File: src/core/umc_pkg.sv
package umc_pkg;
	localparam logic [3:0] UMC_OFS_MODE_A = 4'h0;
	localparam logic [3:0] UMC_OFS_MODE_B = 4'h4;
	localparam int UMC_PER_HI = 31;
	localparam int UMC_PER_LO = 24;
	localparam int UMC_EN_BIT = 23;
	localparam int UMC_AM_HI = 22;
	localparam int UMC_AM_LO = 20;
	localparam int UMC_DS_HI = 18;
	localparam int UMC_DS_LO = 17;
	localparam int UMC_G0_HI = 15;
	localparam int UMC_G0_LO = 13;
	localparam int UMC_DIS_BIT = 12;
	localparam int UMC_RLF_HI = 11;
	localparam int UMC_RLF_LO = 8;
	localparam int UMC_WLF_HI = 7;
	localparam int UMC_WLF_LO = 4;
	localparam int UMC_TLF_HI = 3;
	localparam int UMC_TLF_LO = 0;
	// Reserved bits 12 and 15 in big-endian numbering read as zero
	localparam logic [31:0] UMC_MODE_WMASK = 32'hFFF6_FFFF;
	localparam logic [31:0] UMC_MODE_RST = 32'h0000_1000;
	localparam logic [4:0] UMC_A12_BIT = 5'h13;
	localparam logic [4:0] UMC_ROW_SHIFT = 5'h08;
	localparam logic [7:0] UMC_PER_ONE = 8'h01;
	localparam logic [4:0] UMC_LOOP_ONE = 5'h01;
	localparam logic [2:0] UMC_DIS_ONE = 3'h1;

	typedef enum logic [1:0] {
		UMC_PAT_READ = 2'h0,
		UMC_PAT_WRITE = 2'h1,
		UMC_PAT_TIMER = 2'h2
	} umc_pat_t;

	typedef struct packed {
		logic [1:0][31:0] mode;
		logic [1:0][7:0] ptmr;
		logic [1:0] svc;
		logic [1:0][4:0] loop;
		logic [1:0][2:0] dis;
		logic [1:0][2:0] dis_bank;
		logic [1:0] l4;
		logic [1:0] dly;
		logic [1:0] wt;
		logic gl0;
		logic [31:0] apin;
		logic [31:0] rdata;
	} umc_state_t;
endpackage

File: src/core/umc_ctl.sv
// The address-and-strobe port and the register addresses are this design's own decisions.
`timescale 1ns/1ps
`default_nettype none
// Notes on behaviour
// RL1: A pin: line4 output or wait, reset wait
// RL2: A dual bits: delay/wait or line4 timing
// RL3: A read loop count, zero means sixteen
// RL4: A write loop count, zero means sixteen
// RL5: A timer loop count, zero means sixteen
// RL6: B period is count of prescaled ticks
// RL7: B timer requests only when enabled, reset off
// RL8: B mux size shapes multiplexed address output
// RL9: Software writes zero to reserved bits
// RL10: Disable gap one to four cycles
// RL11: Same bank blocked until disable timer expires
// RL12: Patterns should outlast the disable period
// RL13: Line zero carries selected address bit A12..A5
// RL14: B pin: line4 output or wait, reset wait
// RL15: B dual bits: delay/wait or line4 timing
// RL16: B read loop count, zero means sixteen
// RL17: B write loop count, zero means sixteen
// RL18: B timer loop count, zero means sixteen
// RL19: A timer requests only when enabled, reset off
// RL20: Timer expiry posts request and reloads
// RL21: Loop counter loads per type, decrements
module umc_ctl import umc_pkg::*; (
	input wire logic clk_sys_i,
	input wire logic rstn_i,
	input wire logic [3:0] reg_addr_i,
	input wire logic [31:0] reg_wdata_i,
	input wire logic reg_wr_i,
	input wire logic reg_rd_i,
	output logic [31:0] reg_rdata_o,
	input wire logic timer_prescaled_clock_i,
	output logic [1:0] svc_req_o,
	input wire logic [1:0] pat_start_i,
	input wire logic [1:0][1:0] pat_type_i,
	input wire logic [1:0] loop_end_i,
	output logic [1:0] loop_repeat_o,
	input wire logic [1:0] disable_timer_start_i,
	input wire logic [1:0][2:0] start_bank_i,
	input wire logic [1:0][2:0] req_bank_i,
	output logic [1:0] dis_busy_o,
	output logic [1:0] bank_blocked_o,
	input wire logic acc_valid_i,
	input wire logic acc_mach_i,
	input wire logic [31:0] acc_addr_i,
	input wire logic mux_row_i,
	output logic general_line_zero_o,
	output logic [31:0] addr_pin_o,
	input wire logic [1:0] line4_timing_late_i,
	input wire logic [1:0] line4_timing_early_i,
	input wire logic [1:0] wait_input_i,
	output logic [1:0] gen_line4_o,
	output logic [1:0] gen_line4_oe_o,
	output logic [1:0] wait_hold_o,
	output logic [1:0] delay_timing_o
);
	umc_state_t state_reg;
	umc_state_t state_next;
	logic [2:0] g0_sel;
	logic [2:0] am_sel;
	logic [3:0] fld;

	always_comb begin
		state_next = state_reg;
		state_next.svc = '0;
		state_next.rdata = '0;
		g0_sel = '0;
		am_sel = '0;
		fld = '0;
		// Reserved bits are dropped on write
		if (reg_wr_i && reg_addr_i == UMC_OFS_MODE_A) begin
			state_next.mode[0] = reg_wdata_i & UMC_MODE_WMASK; // [RL9]
		end
		if (reg_wr_i && reg_addr_i == UMC_OFS_MODE_B) begin
			state_next.mode[1] = reg_wdata_i & UMC_MODE_WMASK; // [RL9]
		end
		if (reg_rd_i) begin
			if (reg_addr_i == UMC_OFS_MODE_A) begin
				state_next.rdata = state_reg.mode[0];
			end else if (reg_addr_i == UMC_OFS_MODE_B) begin
				state_next.rdata = state_reg.mode[1];
			end
		end
		for (int m = 0; m < 2; m++) begin
			// Periodic timer, one step per prescaled tick
			if (!state_reg.mode[m][UMC_EN_BIT]) begin
				state_next.ptmr[m] = state_reg.mode[m][UMC_PER_HI:UMC_PER_LO]; // [RL7] [RL19]
			end else if (timer_prescaled_clock_i) begin
				if (state_reg.ptmr[m] <= UMC_PER_ONE) begin
					state_next.svc[m] = 1'b1; // [RL20]
					state_next.ptmr[m] = state_reg.mode[m][UMC_PER_HI:UMC_PER_LO]; // [RL6]
				end else begin
					state_next.ptmr[m] = state_reg.ptmr[m] - UMC_PER_ONE; // [RL6]
				end
			end
			// Loop counter; code zero loads sixteen
			if (pat_start_i[m]) begin
				unique case (pat_type_i[m])
					UMC_PAT_READ: fld = state_reg.mode[m][UMC_RLF_HI:UMC_RLF_LO]; // [RL3] [RL16]
					UMC_PAT_WRITE: fld = state_reg.mode[m][UMC_WLF_HI:UMC_WLF_LO]; // [RL4] [RL17]
					UMC_PAT_TIMER: fld = state_reg.mode[m][UMC_TLF_HI:UMC_TLF_LO]; // [RL5] [RL18]
					default: fld = state_reg.mode[m][UMC_RLF_HI:UMC_RLF_LO];
				endcase
				state_next.loop[m] = {fld == 4'h0, fld}; // [RL21]
			end else if (loop_end_i[m] && state_reg.loop[m] != 5'h00) begin
				state_next.loop[m] = state_reg.loop[m] - UMC_LOOP_ONE; // [RL21]
			end
			// Disable timer holds off the started bank
			if (disable_timer_start_i[m]) begin
				state_next.dis[m] = {1'b0, state_reg.mode[m][UMC_DS_HI:UMC_DS_LO]} + UMC_DIS_ONE; // [RL10]
				state_next.dis_bank[m] = start_bank_i[m]; // [RL11]
			end else if (state_reg.dis[m] != 3'h0) begin
				state_next.dis[m] = state_reg.dis[m] - UMC_DIS_ONE; // [RL10]
			end
			// Shared pin: wait input or general line 4
			if (state_reg.mode[m][UMC_DIS_BIT]) begin
				state_next.l4[m] = 1'b0;
				state_next.dly[m] = line4_timing_late_i[m]; // [RL2] [RL15]
				state_next.wt[m] = line4_timing_early_i[m] & wait_input_i[m]; // [RL2] [RL15]
			end else begin
				state_next.l4[m] = line4_timing_early_i[m] | line4_timing_late_i[m]; // [RL2] [RL15]
				state_next.dly[m] = 1'b0;
				state_next.wt[m] = 1'b0;
			end
		end
		if (acc_valid_i) begin
			g0_sel = state_reg.mode[acc_mach_i][UMC_G0_HI:UMC_G0_LO];
			am_sel = state_reg.mode[acc_mach_i][UMC_AM_HI:UMC_AM_LO];
			state_next.gl0 = acc_addr_i[5'(UMC_A12_BIT + {2'h0, g0_sel})]; // [RL13]
			if (mux_row_i) begin
				state_next.apin = acc_addr_i >> 5'(UMC_ROW_SHIFT + {2'h0, am_sel}); // [RL8]
			end else begin
				state_next.apin = acc_addr_i; // [RL8]
			end
		end
	end

	always_ff @(posedge clk_sys_i or negedge rstn_i) begin
		if (!rstn_i) begin
			state_reg <= '0;
			state_reg.mode[0] <= UMC_MODE_RST; // [RL1] [RL19]
			state_reg.mode[1] <= UMC_MODE_RST; // [RL14] [RL7]
		end else begin
			state_reg <= state_next;
		end
	end

	assign reg_rdata_o = state_reg.rdata;
	assign svc_req_o = state_reg.svc;
	assign general_line_zero_o = state_reg.gl0;
	assign addr_pin_o = state_reg.apin;
	assign gen_line4_o = state_reg.l4;
	assign wait_hold_o = state_reg.wt;
	assign delay_timing_o = state_reg.dly;

	for (genvar g = 0; g < 2; g++) begin : g_mach
		assign loop_repeat_o[g] = state_reg.loop[g] > UMC_LOOP_ONE; // [RL21]
		assign dis_busy_o[g] = state_reg.dis[g] != 3'h0;
		assign bank_blocked_o[g] = dis_busy_o[g]
			&& req_bank_i[g] == state_reg.dis_bank[g]; // [RL11]
		assign gen_line4_oe_o[g] = !state_reg.mode[g][UMC_DIS_BIT]; // [RL1] [RL14]
	end

	// Pin direction follows the disable bit
	AST_A_PIN_MODE: assert property (@(posedge clk_sys_i) disable iff (!rstn_i) // [RL1]
		reg_wr_i && reg_addr_i == UMC_OFS_MODE_A
		|=> gen_line4_oe_o[0] == !$past(reg_wdata_i[UMC_DIS_BIT]))
		else $error("machine A pin direction wrong after write");

	AST_B_PIN_MODE: assert property (@(posedge clk_sys_i) disable iff (!rstn_i) // [RL14]
		reg_wr_i && reg_addr_i == UMC_OFS_MODE_B
		|=> gen_line4_oe_o[1] == !$past(reg_wdata_i[UMC_DIS_BIT]))
		else $error("machine B pin direction wrong after write");

	AST_RSV_ZERO: assert property (@(posedge clk_sys_i) disable iff (!rstn_i) // [RL9]
		!reg_rdata_o[19] && !reg_rdata_o[16])
		else $error("reserved mode bits read back set");

	// Timers
	AST_B_REQ_ENABLED: assert property (@(posedge clk_sys_i) disable iff (!rstn_i) // [RL7]
		svc_req_o[1] |-> $past(state_reg.mode[1][UMC_EN_BIT]))
		else $error("timer B request while disabled");

	AST_A_REQ_ENABLED: assert property (@(posedge clk_sys_i) disable iff (!rstn_i) // [RL19]
		svc_req_o[0] |-> $past(state_reg.mode[0][UMC_EN_BIT]))
		else $error("timer A request while disabled");

	AST_TMR_EXPIRE: assert property (@(posedge clk_sys_i) disable iff (!rstn_i) // [RL20]
		state_reg.mode[1][UMC_EN_BIT] && timer_prescaled_clock_i && state_reg.ptmr[1] == 8'h01
		&& state_reg.mode[1][UMC_PER_HI:UMC_PER_LO] > 8'h01
		|=> svc_req_o[1] ##1 !svc_req_o[1])
		else $error("timer B expiry did not post one request");

	AST_A_TMR_EXPIRE: assert property (@(posedge clk_sys_i) disable iff (!rstn_i) // [RL20]
		state_reg.mode[0][UMC_EN_BIT] && timer_prescaled_clock_i && state_reg.ptmr[0] == 8'h01
		&& state_reg.mode[0][UMC_PER_HI:UMC_PER_LO] > 8'h01
		|=> svc_req_o[0] ##1 !svc_req_o[0])
		else $error("timer A expiry did not post one request");

	AST_A_TICK_ONLY: assert property (@(posedge clk_sys_i) disable iff (!rstn_i) // [RL6]
		!timer_prescaled_clock_i |=> !svc_req_o[0])
		else $error("timer A request without a tick");

	AST_B_TICK_ONLY: assert property (@(posedge clk_sys_i) disable iff (!rstn_i) // [RL6]
		!timer_prescaled_clock_i |=> !svc_req_o[1])
		else $error("timer B request without a tick");

	// Loop counters
	AST_LOOP_SIXTEEN: assert property (@(posedge clk_sys_i) disable iff (!rstn_i) // [RL3]
		pat_start_i[0] && pat_type_i[0] == UMC_PAT_READ
		&& state_reg.mode[0][UMC_RLF_HI:UMC_RLF_LO] == 4'h0
		|=> state_reg.loop[0] == 5'h10 && loop_repeat_o[0])
		else $error("read loop code zero not sixteen");

	AST_A_WRITE_SIXTEEN: assert property (@(posedge clk_sys_i) disable iff (!rstn_i) // [RL4]
		pat_start_i[0] && pat_type_i[0] == UMC_PAT_WRITE
		&& state_reg.mode[0][UMC_WLF_HI:UMC_WLF_LO] == 4'h0
		|=> state_reg.loop[0] == 5'h10)
		else $error("machine A write loop code zero not sixteen");

	AST_A_TIMER_SIXTEEN: assert property (@(posedge clk_sys_i) disable iff (!rstn_i) // [RL5]
		pat_start_i[0] && pat_type_i[0] == UMC_PAT_TIMER
		&& state_reg.mode[0][UMC_TLF_HI:UMC_TLF_LO] == 4'h0
		|=> state_reg.loop[0] == 5'h10)
		else $error("machine A timer loop code zero not sixteen");

	AST_B_READ_SIXTEEN: assert property (@(posedge clk_sys_i) disable iff (!rstn_i) // [RL16]
		pat_start_i[1] && pat_type_i[1] == UMC_PAT_READ
		&& state_reg.mode[1][UMC_RLF_HI:UMC_RLF_LO] == 4'h0
		|=> state_reg.loop[1] == 5'h10)
		else $error("machine B read loop code zero not sixteen");

	AST_B_WRITE_LOAD: assert property (@(posedge clk_sys_i) disable iff (!rstn_i) // [RL17]
		pat_start_i[1] && pat_type_i[1] == UMC_PAT_WRITE
		|=> state_reg.loop[1][3:0] == $past(state_reg.mode[1][UMC_WLF_HI:UMC_WLF_LO]))
		else $error("machine B write loop not loaded from its field");

	AST_B_TIMER_LOAD: assert property (@(posedge clk_sys_i) disable iff (!rstn_i) // [RL18]
		pat_start_i[1] && pat_type_i[1] == UMC_PAT_TIMER
		|=> state_reg.loop[1][3:0] == $past(state_reg.mode[1][UMC_TLF_HI:UMC_TLF_LO]))
		else $error("machine B timer loop not loaded from its field");

	AST_A_LOOP_STEP: assert property (@(posedge clk_sys_i) disable iff (!rstn_i) // [RL21]
		!pat_start_i[0] && loop_end_i[0] && state_reg.loop[0] != 5'h00
		|=> state_reg.loop[0] == $past(state_reg.loop[0]) - UMC_LOOP_ONE)
		else $error("machine A loop counter did not step down");

	// Disable timers
	AST_DIS_FOUR: assert property (@(posedge clk_sys_i) disable iff (!rstn_i) // [RL10]
		disable_timer_start_i[1] && state_reg.mode[1][UMC_DS_HI:UMC_DS_LO] == 2'h3
		##1 !disable_timer_start_i[1] [*4]
		|-> $past(dis_busy_o[1], 3) && dis_busy_o[1] ##1 !dis_busy_o[1])
		else $error("disable period code 3 not four cycles");

	AST_DIS_ONE: assert property (@(posedge clk_sys_i) disable iff (!rstn_i) // [RL11]
		disable_timer_start_i[1] && state_reg.mode[1][UMC_DS_HI:UMC_DS_LO] == 2'h0
		##1 !disable_timer_start_i[1]
		|-> bank_blocked_o[1] == (req_bank_i[1] == $past(start_bank_i[1]))
		##1 (disable_timer_start_i[1] || !dis_busy_o[1]))
		else $error("disable period code 0 not one cycle");

	AST_A_DIS_START: assert property (@(posedge clk_sys_i) disable iff (!rstn_i) // [RL10]
		disable_timer_start_i[0] |=> dis_busy_o[0])
		else $error("machine A disable timer did not start");

	AST_A_BANK_BLOCK: assert property (@(posedge clk_sys_i) disable iff (!rstn_i) // [RL11]
		disable_timer_start_i[0] ##1 req_bank_i[0] == $past(start_bank_i[0])
		|-> bank_blocked_o[0])
		else $error("machine A same bank not blocked");

	// Line zero and address pins
	AST_LINE0_BIT: assert property (@(posedge clk_sys_i) disable iff (!rstn_i) // [RL13]
		acc_valid_i && acc_mach_i && state_reg.mode[1][UMC_G0_HI:UMC_G0_LO] == 3'h7
		|=> general_line_zero_o == $past(acc_addr_i[26]))
		else $error("line zero not A5 for code 7");

	AST_A_LINE0_A12: assert property (@(posedge clk_sys_i) disable iff (!rstn_i) // [RL13]
		acc_valid_i && !acc_mach_i && state_reg.mode[0][UMC_G0_HI:UMC_G0_LO] == 3'h0
		|=> general_line_zero_o == $past(acc_addr_i[19]))
		else $error("line zero not A12 for code 0");

	AST_ADDR_FLAT: assert property (@(posedge clk_sys_i) disable iff (!rstn_i) // [RL8]
		acc_valid_i && !mux_row_i |=> addr_pin_o == $past(acc_addr_i))
		else $error("plain address not passed to pins");

	AST_ADDR_HOLD: assert property (@(posedge clk_sys_i) disable iff (!rstn_i) // [RL8]
		!acc_valid_i |=> $stable(addr_pin_o))
		else $error("address pins moved without an access");

	// Shared pins
	AST_WAIT_HOLD: assert property (@(posedge clk_sys_i) disable iff (!rstn_i) // [RL15]
		state_reg.mode[1][UMC_DIS_BIT] && line4_timing_early_i[1] && wait_input_i[1]
		|=> wait_hold_o[1] && !gen_line4_o[1])
		else $error("wait enable ignored on machine B");

	AST_B_DELAY: assert property (@(posedge clk_sys_i) disable iff (!rstn_i) // [RL15]
		state_reg.mode[1][UMC_DIS_BIT] && line4_timing_late_i[1]
		|=> delay_timing_o[1])
		else $error("delay bit ignored on machine B");

	AST_B_LINE4_OUT: assert property (@(posedge clk_sys_i) disable iff (!rstn_i) // [RL15]
		!state_reg.mode[1][UMC_DIS_BIT] && line4_timing_late_i[1]
		|=> gen_line4_o[1] && !delay_timing_o[1])
		else $error("machine B line 4 output wrong");

	AST_A_WAIT_HOLD: assert property (@(posedge clk_sys_i) disable iff (!rstn_i) // [RL2]
		state_reg.mode[0][UMC_DIS_BIT] && line4_timing_early_i[0] && wait_input_i[0]
		|=> wait_hold_o[0] && !gen_line4_o[0])
		else $error("wait enable ignored on machine A");

	AST_A_LINE4_OUT: assert property (@(posedge clk_sys_i) disable iff (!rstn_i) // [RL2]
		!state_reg.mode[0][UMC_DIS_BIT] && line4_timing_early_i[0]
		|=> gen_line4_o[0] && !wait_hold_o[0])
		else $error("machine A line 4 output wrong");
endmodule
`default_nettype wire

File: config.mk
export PLATFORM = sky130hd
export DESIGN_NAME = umc_ctl
export DESIGN_NICKNAME = d
export VERILOG_FILES = /design/src/core/umc_pkg.sv /design/src/core/umc_ctl.sv
export SDC_FILE = /design/constraint.sdc
export NUM_CORES = 1
export LEC_CHECK = 0
export ABC_CLOCK_PERIOD_IN_PS = 2100
export BUFFER_PORTS_ARGS = -buffer_cell sky130_fd_sc_hd__buf_2
export CAP_MARGIN = 40
export CORE_ASPECT_RATIO = 0.5
export CORE_MARGIN = 1.5
export CORE_UTILIZATION = 50
export CTS_CLUSTER_SIZE = 10
export DETAILED_ROUTE_END_ITERATION = 10
export GPL_ROUTABILITY_DRIVEN = 0
export MAX_ROUTING_LAYER = met4
export PLACE_DENSITY = 0.76
export SLEW_MARGIN = 10
export SYNTH_ARGS = -nofsm -noshare
export SYNTH_HDL_FRONTEND = slang
export SYNTH_SLANG_ARGS = --single-unit
File: constraint.sdc
create_clock -name clk_sys_i -period 2.1 [get_ports clk_sys_i]
set_clock_uncertainty 0.1 [all_clocks]
set_input_delay 0.21 -clock clk_sys_i [delete_from_list [all_inputs] [get_ports clk_sys_i]]
set_output_delay 0.21 -clock clk_sys_i [all_outputs]
set_load 0.02 [all_outputs]
==> key figures <==
Status
  • Outcome: completed

Floorplanning
  • Initial Util: a little over half
  • DIE AREA: between 15000 and 20000 um2
  • Die height: approximately 99 um
  • CORE AREA: 17700 um2
  • Die W: a little under 200 um
  • Row count: 34
  • Num ports: between 150 and 200

Route
  • Metal-1 WL: around 10000 um
  • Initial drt markers: 485
  • Met3 WL: 1080 um
  • Remaining DRCs: 0
  • Routed Antenna Nets: 0
  • WL met2: roughly 11000 um
  • Routed WL: 22600 um
  • DR top layer: met4
  • Drt wl/cell: 17.0 um
  • Vias/cell: about 5.5
  • Pre-Repair DR Iteration Count: 5
  • Vias: between 7000 and 8000

Min path
  • HP Class: in2reg
  • Hold Startpoint: acc_addr_i[20]
  • Hold EP: addr_pin_o[20]
  • Worst hold stages: 3

STA
  • Final hold violations: 0
  • Fin Setup TNS: 0 ns
  • Final setup fails: 0
  • Max Slew Vio Count: 0
  • Period utilization: a little over nine tenths
  • Slew @ Worst Pin: approximately 0.57 ns
  • Tmin final: approximately 2.0 ns
  • Relative slew slack: between 60% and 70%
  • Max Clk Rate: 0.490 GHz

Setup path
  • Critical path data arrival time: 2.21 ns
  • Reg2reg start: state_reg[131]
  • CP Class: reg2reg
  • Startpoint Class: flop
  • Crit path max-delay family: multiplexers
  • Slowest stage delay, CP: 0.42 ns
  • Crit-path cells: mux2i_4, buf_12, mux2_2, a222oi_1, a21oi_1
  • Slowest cell on crit path: dfrtp_1
  • Worst Path Required: roughly 2.3 ns
  • R2R cell count: 5
  • WP buf/inv: 1
  • Crit-path max FO: 13
  • Reg-to-reg endpoint: addr_pin_o[18]
  • Worst R2R Setup Slack: ~0.057 ns
  • Kind of end point of the critical path: flop

Pwr
  • PD cells: ~1000 nW/um2
  • Leakage power: 5.43 nW
  • Max IR drop VDD: 0.000578 V

Clocking
  • CTS sink count: between 150 and 200
  • Max clock buf depth: 2
  • CTS HTree Levels: 4
  • Skew-Pair Late Insertion Delay: ~0.42 ns
  • Worst-path clk slew: around 0.070 ns
  • CTS Buf Count: 17
  • Clock root cell: clkbuf_16
  • CTS tree: done

GRT
  • Largest net degree at the start of global routing: 54
  • First-pass GRT wire length: approximately 37000 um
  • Initial antenna violation count: 0
  • Grt ovf: 0
  • Total GRT Usage: between 20% and 30%
  • Vias in the first global route: between 7000 and 8000

Placed design
  • DP Wirelength: between 15000 and 20000 um
  • Placed inst area: around 10000 um2
  • Port Buffers: 180

Yosys
  • Synthesized area per cell: 10.3 um2
  • Synthesis-stage register bit count: 169
  • Post-Synthesis Cells: between 800 and 900
  • Mapped Area: 9250 um2
  • Post-synthesis sequential area ratio: between 40% and 50%
  • Synth unique cells: 56
  • Ys Warns: 0
  • EDFF count, synth: 0
  • Post-synthesis async set-or-reset flop share: between 90% and 100%
  • Dominant synthesized flop cell: dfrtp_1

Cells and area
  • Flip-flop count of the largest register after layout: between 90 and 100
  • Antenna cells: 0
  • Nets@finish: 1206
  • FF+latch area: between 4000 and 5000 um2
  • Layout cells sized above 1: approximately a third
  • Design Area, Final: ~11000 um2
  • Fillers: 1411
  • Layout area overhead: 22.8%
  • Multi-input gate area: 4180 um2

Run
  • Number of max-cap violations: 0
[how the worst max path moves through the flow]
stage	from	endpoint	slack, ns	cells after the start
finish	state_reg[131]	addr_pin_o[18]	0.06	5
global route	state_reg[101]	state_reg[102]	-0.0004	6
CTS	state_reg[157]	general_line_zero_o	0.02	6
detailed placement	acc_mach_i	general_line_zero_o	-0.08	7
global placement	acc_mach_i	general_line_zero_o	-0.02	7
floorplan	acc_mach_i	general_line_zero_o	0.04	7
[cells in the mapped netlist, types with 7 or more instances]
cell type	number	area, um2
o21ai_0	46	230
nor2b_1	11	68.8
ha_1	19	238
a221oi_1	11	96.3
nand2_1	38	143
mux2_2	84	946
nor2_1	114	428
nor4_1	9	56.3
nor3_1	13	65.1
buf_4	75	563
a22oi_1	12	90.1
or3_1	12	75.1
clkbuf_1	33	124
xnor2_1	8	70.1
mux4_2	7	158
dfrtp_1	167	4180
nand3_1	8	40.0
a21oi_1	49	245
mux2i_1	52	521
a31oi_1	7	43.8
a31o_2	9	78.8
inv_1	35	131
[per-stage QoR]
step	util, %	worst slack [ns]	cells	hold WS [ns]	power, mW
after floorplan	-	0.0440	896	-0.186	7.14
after global placement	57.0	-0.0219	1235	0.0690	7.95
after detailed placement	57.0	-0.0769	1235	0.0730	8.13
after CTS	63.5	0.0187	1321	0.00418	11.6
after global routing	64.0	-0.000385	1329	0.0145	12.3
final	64.0	0.0571	1329	0.0229	11.6
[what timing repair did]
item                                    4_1_cts  5_1_grt
gates resized for setup                       2        8
buffers inserted                              2        7
endpoints found under the hold margin       130        0
hold buffers                                 53        0
cloned                                        0        1
endpoints found under the setup margin        2       10
pin swaps                                     0        4
[cell families after synthesis]
| kind of cell | Yosys count | synth area share [%] |
|---|---|---|
| compound gates | 167 | 11.6 |
| xor+xnor | 14 | 1.33 |
| fa+ha+maj | 19 | 2.57 |
| buf+inv | 154 | 9.70 |
| flops | 169 | 45.8 |
| mux | 145 | 18.0 |
| other cells | 1 | 0.0406 |
| simple gates | 226 | 11.0 |
[per-layer routing]
layer,vias up,track usage (%)
met5,-,-
met4,0,5.66
met1,3555,32.2
met3,25,4.41
met2,229,40.6
li1,3444,-
[power breakdown]
group | switching (mW) | internal, mW | total (mW)
clock network | 1.43 | 1.90 | 3.33
registers | 0.585 | 3.93 | 4.51
logic | 1.97 | 1.82 | 3.79
[tightest hold or removal path: stages]
cell	delay, ns
buf_2	0.14
nand2_1	0.08
a31oi_1	0.07
[area by class of cell]
class,count,area share [%]
repair buffers,287,16.8
clock buffers,17,3.75
inverters,35,1.16
well taps,234,2.58
flip-flops and latches,169,37.3
clock inverters,14,1.63
multi-input cells,573,36.8
[layout by cell type (no fill, tap or decap), types with 5 or more instances in the layout]
| cell | instances |
|---|---|
| nor4_1 | 9 |
| a22oi_1 | 11 |
| a31o_2 | 9 |
| buf_4 | 47 |
| mux2i_1 | 49 |
| clkbuf_16 | 17 |
| xor2_1 | 6 |
| a221oi_1 | 11 |
| mux2_2 | 83 |
| dlygate4sd3_1 | 53 |
| nor2_1 | 113 |
| nor3_1 | 13 |
| ha_1 | 18 |
| or3_1 | 12 |
| nand3_1 | 8 |
| inv_6 | 5 |
| a31oi_1 | 7 |
| xnor2_1 | 8 |
| buf_2 | 179 |
| inv_1 | 35 |
| o21ai_0 | 46 |
| dfrtp_1 | 166 |
| nand2_1 | 38 |
| nand2b_1 | 5 |
| o211ai_1 | 6 |
| a21oi_1 | 49 |
| mux4_2 | 7 |
| nor2b_1 | 11 |
(Power assumes the default switching activity.)
